### src/common/sensor_cmd_defs.vh
// Constants for the sensor command interpreter: timing, command codes, status layout, checksum.
// Assumes a single 40 MHz system clock; included by bare name from the design files.
`ifndef SENSOR_CMD_DEFS_VH
`define SENSOR_CMD_DEFS_VH

`define CLK_FREQ_MHZ       16'd40
`define HW_RST_MIN_NS      16'd1000
`define HW_RST_MIN_CYC     ((`HW_RST_MIN_NS * `CLK_FREQ_MHZ + 16'd999) / 16'd1000)
`define RESET_BUSY_NS      16'd1000
`define RESET_BUSY_CYC     ((`RESET_BUSY_NS * `CLK_FREQ_MHZ + 16'd999) / 16'd1000)
`define RECOVER_MIN_CLKS   4'd9

`define DEV_ADDR_DEFAULT   7'h40
`define GC_ADDR            7'h00
`define GC_RESET_BYTE      8'h06
`define CMD_HEATER_ON      16'h306d
`define CMD_HEATER_OFF     16'h3066
`define CMD_CLEAR_STATUS   16'h3041
`define CMD_READ_STATUS    16'hf000

`define CRC_POLY           8'h31
`define CRC_INIT           8'hff

`define STAT_ALERT_BIT     15
`define STAT_HEATER_BIT    13
`define STAT_RH_BIT        11
`define STAT_T_BIT         10
`define STAT_RESET_BIT     4
`define STAT_CMDERR_BIT    1
`define STAT_WCRC_BIT      0
`define STAT_ALERT_RST     1'b1
`define STAT_RESET_RST     1'b1

`endif

### src/verilog/crc8_step.v
// One byte step of the CRC-8 used on every data word (MSB first, no reflection).
// Purely combinational; the caller holds the running value.
`include "sensor_cmd_defs.vh"

module crc8_step (
  input  wire [7:0] crc_in,
  input  wire [7:0] data_in,
  output reg  [7:0] crc_out
);

  integer i;
  reg [7:0] c;

  always @* begin
    c = crc_in ^ data_in;
    for (i = 0; i < 8; i = i + 1) begin
      if (c[7])
        c = {c[6:0], 1'b0} ^ `CRC_POLY;
      else
        c = {c[6:0], 1'b0};
    end
    crc_out = c;
  end

endmodule // crc8_step

### src/verilog/sensor_cmd_ctrl.v
// Command interpreter of the sensor: I2C slave, resets, heater control, status word, CRC-8.
// Assumes SCL and SDA are open-drain bus lines from outside the clock domain, sampled by CLK_IN.
`include "sensor_cmd_defs.vh"

module sensor_cmd_ctrl #(
  parameter [6:0]  DEV_ADDR       = `DEV_ADDR_DEFAULT,
  parameter [15:0] HW_RST_MIN_CYC = `HW_RST_MIN_CYC,
  parameter [15:0] RESET_BUSY_CYC = `RESET_BUSY_CYC
) (
  input  wire        CLK_IN,
  input  wire        RST_N_IN,
  input  wire        HW_RESET_LOW_IN,
  input  wire        SCL_IN,
  input  wire        SDA_IN,
  input  wire        RH_ALERT_IN,
  input  wire        T_ALERT_IN,
  input  wire        SUPPLY_FAIL_IN,
  output wire        SDA_OUT,
  output wire        SDA_OE_OUT,
  output wire        HEATER_ON_OUT,
  output wire [15:0] STATUS_OUT,
  output wire        RESET_BUSY_OUT
);

  localparam [2:0] ST_IDLE = 3'd0;
  localparam [2:0] ST_ADDR = 3'd1;
  localparam [2:0] ST_WR   = 3'd2;
  localparam [2:0] ST_RD   = 3'd3;
  localparam [2:0] ST_ACK  = 3'd4;
  localparam [2:0] ST_HACK = 3'd5;

  ////////////////////////////////////////////////////////////////////////////
  // Input synchronisers and bus conditions
  reg scl_s1_ff, scl_s2_ff, scl_d_ff;
  reg sda_s1_ff, sda_s2_ff, sda_d_ff;
  reg rstp_s1_ff, rstp_s2_ff;

  always @(posedge CLK_IN) begin
    if (!RST_N_IN) begin
      scl_s1_ff  <= 1'b1;
      scl_s2_ff  <= 1'b1;
      scl_d_ff   <= 1'b1;
      sda_s1_ff  <= 1'b1;
      sda_s2_ff  <= 1'b1;
      sda_d_ff   <= 1'b1;
      rstp_s1_ff <= 1'b1;
      rstp_s2_ff <= 1'b1;
    end else begin
      scl_s1_ff  <= SCL_IN;
      scl_s2_ff  <= scl_s1_ff;
      scl_d_ff   <= scl_s2_ff;
      sda_s1_ff  <= SDA_IN;
      sda_s2_ff  <= sda_s1_ff;
      sda_d_ff   <= sda_s2_ff;
      rstp_s1_ff <= HW_RESET_LOW_IN;
      rstp_s2_ff <= rstp_s1_ff;
    end
  end

  wire scl_rise = scl_s2_ff & ~scl_d_ff;
  wire scl_fall = ~scl_s2_ff & scl_d_ff;
  wire bus_start = scl_s2_ff & scl_d_ff & sda_d_ff & ~sda_s2_ff;
  wire bus_stop  = scl_s2_ff & scl_d_ff & ~sda_d_ff & sda_s2_ff;

  ////////////////////////////////////////////////////////////////////////////
  // Reset sources and reset-in-progress window
  reg  [15:0] low_cnt_ff;
  reg  [15:0] busy_cnt_ff;
  reg         gc_rst_ff;
  wire        pin_rst = ~rstp_s2_ff && (low_cnt_ff == HW_RST_MIN_CYC - 16'd1);
  wire        rst_req = pin_rst | gc_rst_ff;
  wire        busy    = (busy_cnt_ff != 16'h0000) | (low_cnt_ff == HW_RST_MIN_CYC);

  always @(posedge CLK_IN) begin
    if (!RST_N_IN) begin
      low_cnt_ff  <= 16'h0000;
      busy_cnt_ff <= 16'h0000;
    end else begin
      if (rstp_s2_ff)
        low_cnt_ff <= 16'h0000;
      else if (low_cnt_ff != HW_RST_MIN_CYC)
        low_cnt_ff <= low_cnt_ff + 16'h0001;
      if (rst_req)
        busy_cnt_ff <= RESET_BUSY_CYC;
      else if (busy_cnt_ff != 16'h0000)
        busy_cnt_ff <= busy_cnt_ff - 16'h0001;
    end
  end

  ////////////////////////////////////////////////////////////////////////////
  // Status word and heater
  reg  alert_ff, heater_ff, rh_ff, t_ff, rst_det_ff, cmd_err_ff, wcrc_err_ff;
  reg  stat_rd_ff;
  reg  [15:0] cmd_ff;
  reg  crc_ok_ff;
  reg  wr_ff, gc_ff, rd_ff;
  reg  [2:0] byte_cnt_ff;
  reg  [3:0] recover_cnt_ff;
  // A recovery burst before the start must not execute the cut command
  wire wr_end   = (bus_stop | bus_start) & wr_ff & ~gc_ff & ~busy &
                  (recover_cnt_ff < `RECOVER_MIN_CLKS);
  wire cmd_two  = (byte_cnt_ff == 3'd2);
  wire cmd_five = (byte_cnt_ff == 3'd5);
  wire known    = (cmd_ff == `CMD_HEATER_ON) | (cmd_ff == `CMD_HEATER_OFF) |
                  (cmd_ff == `CMD_CLEAR_STATUS) | (cmd_ff == `CMD_READ_STATUS);
  wire clr_stat = wr_end & cmd_two & (cmd_ff == `CMD_CLEAR_STATUS);

  wire [15:0] status_word = {alert_ff, 1'b0, heater_ff, 1'b0, rh_ff, t_ff, 5'b00000,
                             rst_det_ff, 2'b00, cmd_err_ff, wcrc_err_ff};

  always @(posedge CLK_IN) begin
    if (!RST_N_IN || rst_req) begin
      alert_ff    <= `STAT_ALERT_RST;
      heater_ff   <= 1'b0;
      rh_ff       <= 1'b0;
      t_ff        <= 1'b0;
      rst_det_ff  <= `STAT_RESET_RST;
      cmd_err_ff  <= 1'b0;
      wcrc_err_ff <= 1'b0;
      stat_rd_ff  <= 1'b0;
    end else begin
      // Alert and reset events win over a clear in the same cycle
      alert_ff   <= (alert_ff & ~clr_stat) | RH_ALERT_IN | T_ALERT_IN;
      rh_ff      <= (rh_ff & ~clr_stat) | RH_ALERT_IN;
      t_ff       <= (t_ff & ~clr_stat) | T_ALERT_IN;
      rst_det_ff <= (rst_det_ff & ~clr_stat) | SUPPLY_FAIL_IN;
      if (wr_end) begin
        cmd_err_ff <= ~(cmd_two & known);
        stat_rd_ff <= cmd_two & (cmd_ff == `CMD_READ_STATUS);
        if (cmd_five)
          wcrc_err_ff <= ~crc_ok_ff;
        if (cmd_two && cmd_ff == `CMD_HEATER_ON)
          heater_ff <= 1'b1;
        if (cmd_two && cmd_ff == `CMD_HEATER_OFF)
          heater_ff <= 1'b0;
      end
    end
  end

  ////////////////////////////////////////////////////////////////////////////
  // Checksums: running value on write data, fixed pair on the status read
  reg  [7:0]  shift_ff;
  reg  [7:0]  rx_crc_ff;
  reg  [15:0] snap_ff;
  wire [7:0]  rx_seed = (byte_cnt_ff == 3'd2) ? `CRC_INIT : rx_crc_ff;
  wire [7:0]  rx_crc_nxt;
  wire [7:0]  tx_crc_msb;
  wire [7:0]  tx_crc;

  crc8_step u_rx_crc  (.crc_in(rx_seed),    .data_in(shift_ff),      .crc_out(rx_crc_nxt));
  crc8_step u_tx_crc0 (.crc_in(`CRC_INIT),  .data_in(snap_ff[15:8]), .crc_out(tx_crc_msb));
  crc8_step u_tx_crc1 (.crc_in(tx_crc_msb), .data_in(snap_ff[7:0]),  .crc_out(tx_crc));

  function [7:0] tx_pick;
    input [1:0]  idx;
    input [15:0] word;
    input [7:0]  crc;
    begin
      case (idx)
        2'd0:    tx_pick = word[15:8];
        2'd1:    tx_pick = word[7:0];
        default: tx_pick = crc;
      endcase
    end
  endfunction

  ////////////////////////////////////////////////////////////////////////////
  // I2C slave engine
  reg  [2:0] state_ff;
  reg  [3:0] bit_cnt_ff;
  reg  [1:0] tx_idx_ff;
  reg        sda_oe_ff;
  reg        host_nack_ff;
  wire [7:0] tx_cur  = tx_pick(tx_idx_ff, snap_ff, tx_crc) << bit_cnt_ff;
  wire [7:0] tx_next = tx_pick(tx_idx_ff + 2'd1, snap_ff, tx_crc);
  wire       addr_me = (shift_ff[7:1] == DEV_ADDR);
  wire       addr_gc = (shift_ff[7:1] == `GC_ADDR) & ~shift_ff[0];

  always @(posedge CLK_IN) begin
    if (!RST_N_IN || busy) begin
      state_ff       <= ST_IDLE;
      bit_cnt_ff     <= 4'h0;
      byte_cnt_ff    <= 3'd0;
      tx_idx_ff      <= 2'd0;
      sda_oe_ff      <= 1'b0;
      shift_ff       <= 8'h00;
      cmd_ff         <= 16'h0000;
      rx_crc_ff      <= `CRC_INIT;
      crc_ok_ff      <= 1'b0;
      snap_ff        <= 16'h0000;
      wr_ff          <= 1'b0;
      gc_ff          <= 1'b0;
      rd_ff          <= 1'b0;
      gc_rst_ff      <= 1'b0;
      host_nack_ff   <= 1'b0;
      recover_cnt_ff <= 4'h0;
    end else begin
      gc_rst_ff <= 1'b0;
      // Our own acknowledge during the burst still counts as a released line
      if (scl_rise && (sda_s2_ff || sda_oe_ff) && recover_cnt_ff != 4'hf)
        recover_cnt_ff <= recover_cnt_ff + 4'h1;
      else if (scl_rise)
        recover_cnt_ff <= 4'h0;
      if (bus_start) begin
        // A start restarts the interface unless a reset is in progress; after a recovery burst only the interface is touched
        state_ff       <= ST_ADDR;
        bit_cnt_ff     <= 4'h0;
        byte_cnt_ff    <= 3'd0;
        sda_oe_ff      <= 1'b0;
        wr_ff          <= 1'b0;
        gc_ff          <= 1'b0;
        rd_ff          <= 1'b0;
        recover_cnt_ff <= 4'h0;
      end else if (bus_stop) begin
        state_ff  <= ST_IDLE;
        sda_oe_ff <= 1'b0;
        wr_ff     <= 1'b0;
        gc_ff     <= 1'b0;
        rd_ff     <= 1'b0;
      end else begin
        case (state_ff)
          ST_ADDR, ST_WR: begin
            if (scl_rise) begin
              shift_ff   <= {shift_ff[6:0], sda_s2_ff};
              bit_cnt_ff <= bit_cnt_ff + 4'h1;
            end else if (scl_fall && bit_cnt_ff == 4'h8) begin
              bit_cnt_ff <= 4'h0;
              if (state_ff == ST_ADDR) begin
                if (addr_me && !shift_ff[0]) begin
                  wr_ff     <= 1'b1;
                  sda_oe_ff <= 1'b1;
                  state_ff  <= ST_ACK;
                end else if (addr_me && stat_rd_ff) begin
                  rd_ff     <= 1'b1;
                  snap_ff   <= status_word;
                  tx_idx_ff <= 2'd0;
                  sda_oe_ff <= 1'b1;
                  state_ff  <= ST_ACK;
                end else if (addr_gc) begin
                  gc_ff     <= 1'b1;
                  sda_oe_ff <= 1'b1;
                  state_ff  <= ST_ACK;
                end else begin
                  state_ff <= ST_IDLE;
                end
              end else begin
                sda_oe_ff <= 1'b1;
                state_ff  <= ST_ACK;
                if (byte_cnt_ff != 3'd7)
                  byte_cnt_ff <= byte_cnt_ff + 3'd1;
                if (gc_ff && byte_cnt_ff == 3'd0 && shift_ff == `GC_RESET_BYTE)
                  gc_rst_ff <= 1'b1;
                if (byte_cnt_ff == 3'd0)
                  cmd_ff[15:8] <= shift_ff;
                if (byte_cnt_ff == 3'd1)
                  cmd_ff[7:0] <= shift_ff;
                if (byte_cnt_ff == 3'd2 || byte_cnt_ff == 3'd3)
                  rx_crc_ff <= rx_crc_nxt;
                if (byte_cnt_ff == 3'd4)
                  crc_ok_ff <= (shift_ff == rx_crc_ff);
              end
            end
          end
          ST_ACK: begin
            if (scl_fall) begin
              if (rd_ff) begin
                sda_oe_ff  <= ~tx_cur[7];
                bit_cnt_ff <= 4'h1;
                state_ff   <= ST_RD;
              end else begin
                sda_oe_ff <= 1'b0;
                state_ff  <= ST_WR;
              end
            end
          end
          ST_RD: begin
            if (scl_fall) begin
              if (bit_cnt_ff == 4'h8) begin
                sda_oe_ff  <= 1'b0;
                bit_cnt_ff <= 4'h0;
                state_ff   <= ST_HACK;
              end else begin
                sda_oe_ff  <= ~tx_cur[7];
                bit_cnt_ff <= bit_cnt_ff + 4'h1;
              end
            end
          end
          ST_HACK: begin
            if (scl_rise)
              host_nack_ff <= sda_s2_ff;
            else if (scl_fall) begin
              if (!host_nack_ff && tx_idx_ff != 2'd2) begin
                tx_idx_ff  <= tx_idx_ff + 2'd1;
                sda_oe_ff  <= ~tx_next[7];
                bit_cnt_ff <= 4'h1;
                state_ff   <= ST_RD;
              end else begin
                state_ff <= ST_IDLE;
              end
            end
          end
          ST_IDLE: begin
            sda_oe_ff <= 1'b0;
          end
          default: begin
            state_ff  <= ST_IDLE;
            sda_oe_ff <= 1'b0;
          end
        endcase
      end
    end
  end

  assign SDA_OUT        = 1'b0;
  assign SDA_OE_OUT     = sda_oe_ff;
  assign HEATER_ON_OUT  = heater_ff;
  assign STATUS_OUT     = status_word;
  assign RESET_BUSY_OUT = busy;

endmodule // sensor_cmd_ctrl

### config.mk
export PLATFORM = sky130hd
export DESIGN_NAME = sensor_cmd_ctrl
export DESIGN_NICKNAME = d
export VERILOG_FILES = /design/src/verilog/crc8_step.v /design/src/verilog/sensor_cmd_ctrl.v
export VERILOG_INCLUDE_DIRS = /design/src /design/src/common
export SDC_FILE = /design/constraint.sdc
export NUM_CORES = 1
export LEC_CHECK = 0
export BUFFER_PORTS_ARGS = -buffer_cell sky130_fd_sc_hd__buf_2
export CAP_MARGIN = 30
export CORE_UTILIZATION = 60
export DETAILED_ROUTE_END_ITERATION = 16
export PLACE_DENSITY = 0.78
export SLEW_MARGIN = 20
export SYNTH_ARGS = -nofsm -noshare
export SYNTH_HDL_FRONTEND = slang
export SYNTH_SLANG_ARGS = --single-unit
### constraint.sdc
create_clock -name CLK_IN -period 5.8 [get_ports CLK_IN]
set_clock_uncertainty 0.15 [all_clocks]
set_input_delay 0.29 -clock CLK_IN [delete_from_list [all_inputs] [get_ports CLK_IN]]
set_output_delay 0.29 -clock CLK_IN [all_outputs]
set_load 0.05 [all_outputs]
==> results.cfg <==
[setup_path]
path_delay_family = simple AND/OR/NAND/NOR gates
rrSetupSlack_ns = 2.53
cp.required_ns = 5.93
crit_slowest_cell = nor2b_1
startpoint_type = register
cp_num_buf_inv = 2
crit_fanout = 11
rr_worst_depth = 8
max_stage_delay_ns = 0.59
r2r_start = byte_cnt_ff[0]
path_cells = inv_1, ha_1, nor2b_1, and3_1, and4_1, nand4_2, a2111o_1, dlygate4sd3_1
r2r-end = alert_ff
critPathKind = register to register
cp-end-kind = register
cp.arrival_ns = 3.40

[power]
seqPwrFrac = 0.497
pwr-share-clk = 0.271
switching_share = 0.338
p_leak_uw = 0.00230
power_density_nw_per_um2 = 281
peakVddDrop_uv = 174
power_switching_uw = 580
p_int_uw = 1130
p_comb_frac = 0.232
total_power_uw = 1710

[place]
io_buffer_count = 17
post-place-ws_ns = 2.93
gp_congestion = 0.896
place_hpwl_um = 8470

[floorplan]
dieArea_um2 = 10100
fp.dieH_um = 101
die_w_um = 101
rows = 35
io_pins = 28
start_util = 0.625
core_um2 = 9330

[global_route]
antenna_found_initial = 0
grt_pass1_vias = 4249
grt_max_degree = 23
grt.overflow.total = 0
track_usage = 0.241
grt_pass1_wl_um = 19500

[clock_tree]
htreeDepth = 3
root_buffer = clkbuf_8
clk_latency_ns = 0.39
cts_tree = built
cts_buffers = 9
post_cts_resized = 0
cts.path.max_buffers = 2
numClockSinks = 110
clkTransAtPathRegs_ns = 0.11

[route]
first_iter_violations = 204
vias_per_cell = 5.63
post_drt_wl_per_cell_um = 14.6
wirelength_um = 11800
num_vias = 4557
antenna_left = 0
drc_errors = 0
dr.pass1.iters = 5

[synthesis]
ys.warnings.count = 0
synth_area_leaders = dfxtp_1, nor2_1, xnor2_1
async_flop_share = 0
yosys_most_used_dff = dfxtp_1
synth_edf_count = 0
synth.most_common_cell = nor2_1
syn_inst = 682
synth_common_cells = nor2_1, dfxtp_1, nand2_1
ys_seq_area_frac = 0.378
yosysTopAreaCellShare = 0.378
netlist_area_um2 = 5830
synth_area_leader_cell = dfxtp_1
ys_ff_latch = 110
avgSynthCellArea_um2 = 8.55
synthDistinctLibCells = 68

[timing]
worstMarginPinSlew_ns = 0.903
hold_violations = 0
finalSetupTns_ns = 0
drv_slew = 0
setup_viol = 0
final.min_clock_period_ns = 3.27
fin_ws_ns = 2.53
min_period_over_period = 0.564
rsz0062_at_grt = false
max_slew_margin = 0.396
max_freq_mhz = 306

[finish]
fin_util = 0.653
num-fill-cells = 776
drive_gt1_frac = 0.0734
n_antenna_cell = 0
final_net_count = 701
syn_to_final_growth_pct = 4.51

[worst_hold_path]
hold_path.startpoint = T_ALERT_IN
hold_end = t_ff
hp-class = input port to register
whs_path_depth = 3

[flow_run]
cap_violations = 0

[run_status]
status = complete, no violations
[logic make-up (layout without fill, tap and decap cells)]
logic type	count (synthesis)	after routing	share of synthesized area
flops	110	110	0.378
mux	38	38	0.0652
simple gates	276	276	0.241
compound gates	101	101	0.110
other cells	1	10	0.000643
xor+xnor	68	68	0.105
buf+inv	71	61	0.0637
fa+ha+maj	17	17	0.0365
[power by group through the flow]
stage / combinational [µW] / sequential (µW) / clock [µW]
2_1_floorplan: 336 / 856 / 0
3_3_place_gp: 373 / 863 / 0
3_5_place_dp: 394 / 868 / 0
4_1_cts: 399 / 851 / 471
5_1_grt: 442 / 856 / 503
6_report: 397 / 851 / 465
[timing repair]
action                                 CTS  global route
endpoints found under the hold margin    6             0
hold buffers                             6             0
buffers inserted                         0             0
[tightest hold or removal path: stages]
cell	delay, ns
buf_2	0.11
a21oi_1	0.05
nor2_1	0.09
[worst max path at each step]
| stage | startpoint | endpoint | slack [ns] | depth (start not counted) |
|---|---|---|---|---|
| global placement | low_cnt_ff[10] | gc_rst_ff | 3.11 | 5 |
| detailed placement | byte_cnt_ff[0] | rx_crc_ff[5] | 2.93 | 9 |
| finish | byte_cnt_ff[0] | alert_ff | 2.53 | 8 |
| global route | byte_cnt_ff[0] | alert_ff | 2.31 | 8 |
| floorplan | bit_cnt_ff[0] | bit_cnt_ff[2] | 3.46 | 12 |
| CTS | byte_cnt_ff[0] | alert_ff | 2.50 | 8 |
[state kept, by name (all words and copies together) (netlist names), 2 cells and up]
signal          count
bit_cnt_ff          4
busy_cnt_ff        16
byte_cnt_ff         3
cmd_ff             16
low_cnt_ff         16
recover_cnt_ff      4
rx_crc_ff           8
shift_ff            8
snap_ff             7
state_ff            3
tx_idx_ff           2
[cell usage in the layout, fill, tap and decap left out, drive strengths merged, types with 3 or more instances in the layout]
master,n
nor3,14
xor2,22
buf,19
o21bai,3
nor2b,4
dfxtp,110
and2b,4
nand4,10
and3,9
inv,24
nor4,11
a221oi,4
nand3b,4
nand3,11
dlygate4sd3,6
and2,3
mux2i,38
ha,17
clkbuf,10
a21o,3
nand2,47
conb,10
o21ai,21
o211ai,6
a21oi,38
nor2,114
nor4b,3
a211oi,5
xnor2,45
or3,5
a211o,3
nor3b,6
nand2b,20
[metrics by stage]
stage / instance area [µm²] / hold slack [ns] / cells
2_1_floorplan: 5860 / 0.232 / 691
3_3_place_gp: 5810 / 0.242 / 786
3_5_place_dp: 5830 / 0.243 / 787
4_1_cts: 6080 / 0.0271 / 809
5_1_grt: 6090 / 0.0461 / 810
6_report: 6090 / 0.0397 / 810
[layout make-up]
type / instances / area [µm²] / area share
Inverter: 20 / 75.1 / 0.0123
Clock buffer: 10 / 138 / 0.0226
Timing Repair Buffer: 25 / 168 / 0.0275
Multi-Input combinational cell: 510 / 3290 / 0.540
Tap cell: 129 / 161 / 0.0265
Clock inverter: 6 / 58.8 / 0.00965
Sequential cell: 110 / 2200 / 0.361
[routing by layer]
| layer | track usage | routed length [µm] | vias up |
|---|---|---|---|
| li1 | - | - | 2291 |
| met1 | 0.301 | 5530 | 2160 |
| met2 | 0.415 | 5690 | 85 |
| met3 | 0.0395 | 384 | 21 |
| met4 | 0.0948 | 216 | 0 |
| met5 | 0 | 0 | - |
(Power assumes the default switching activity.)
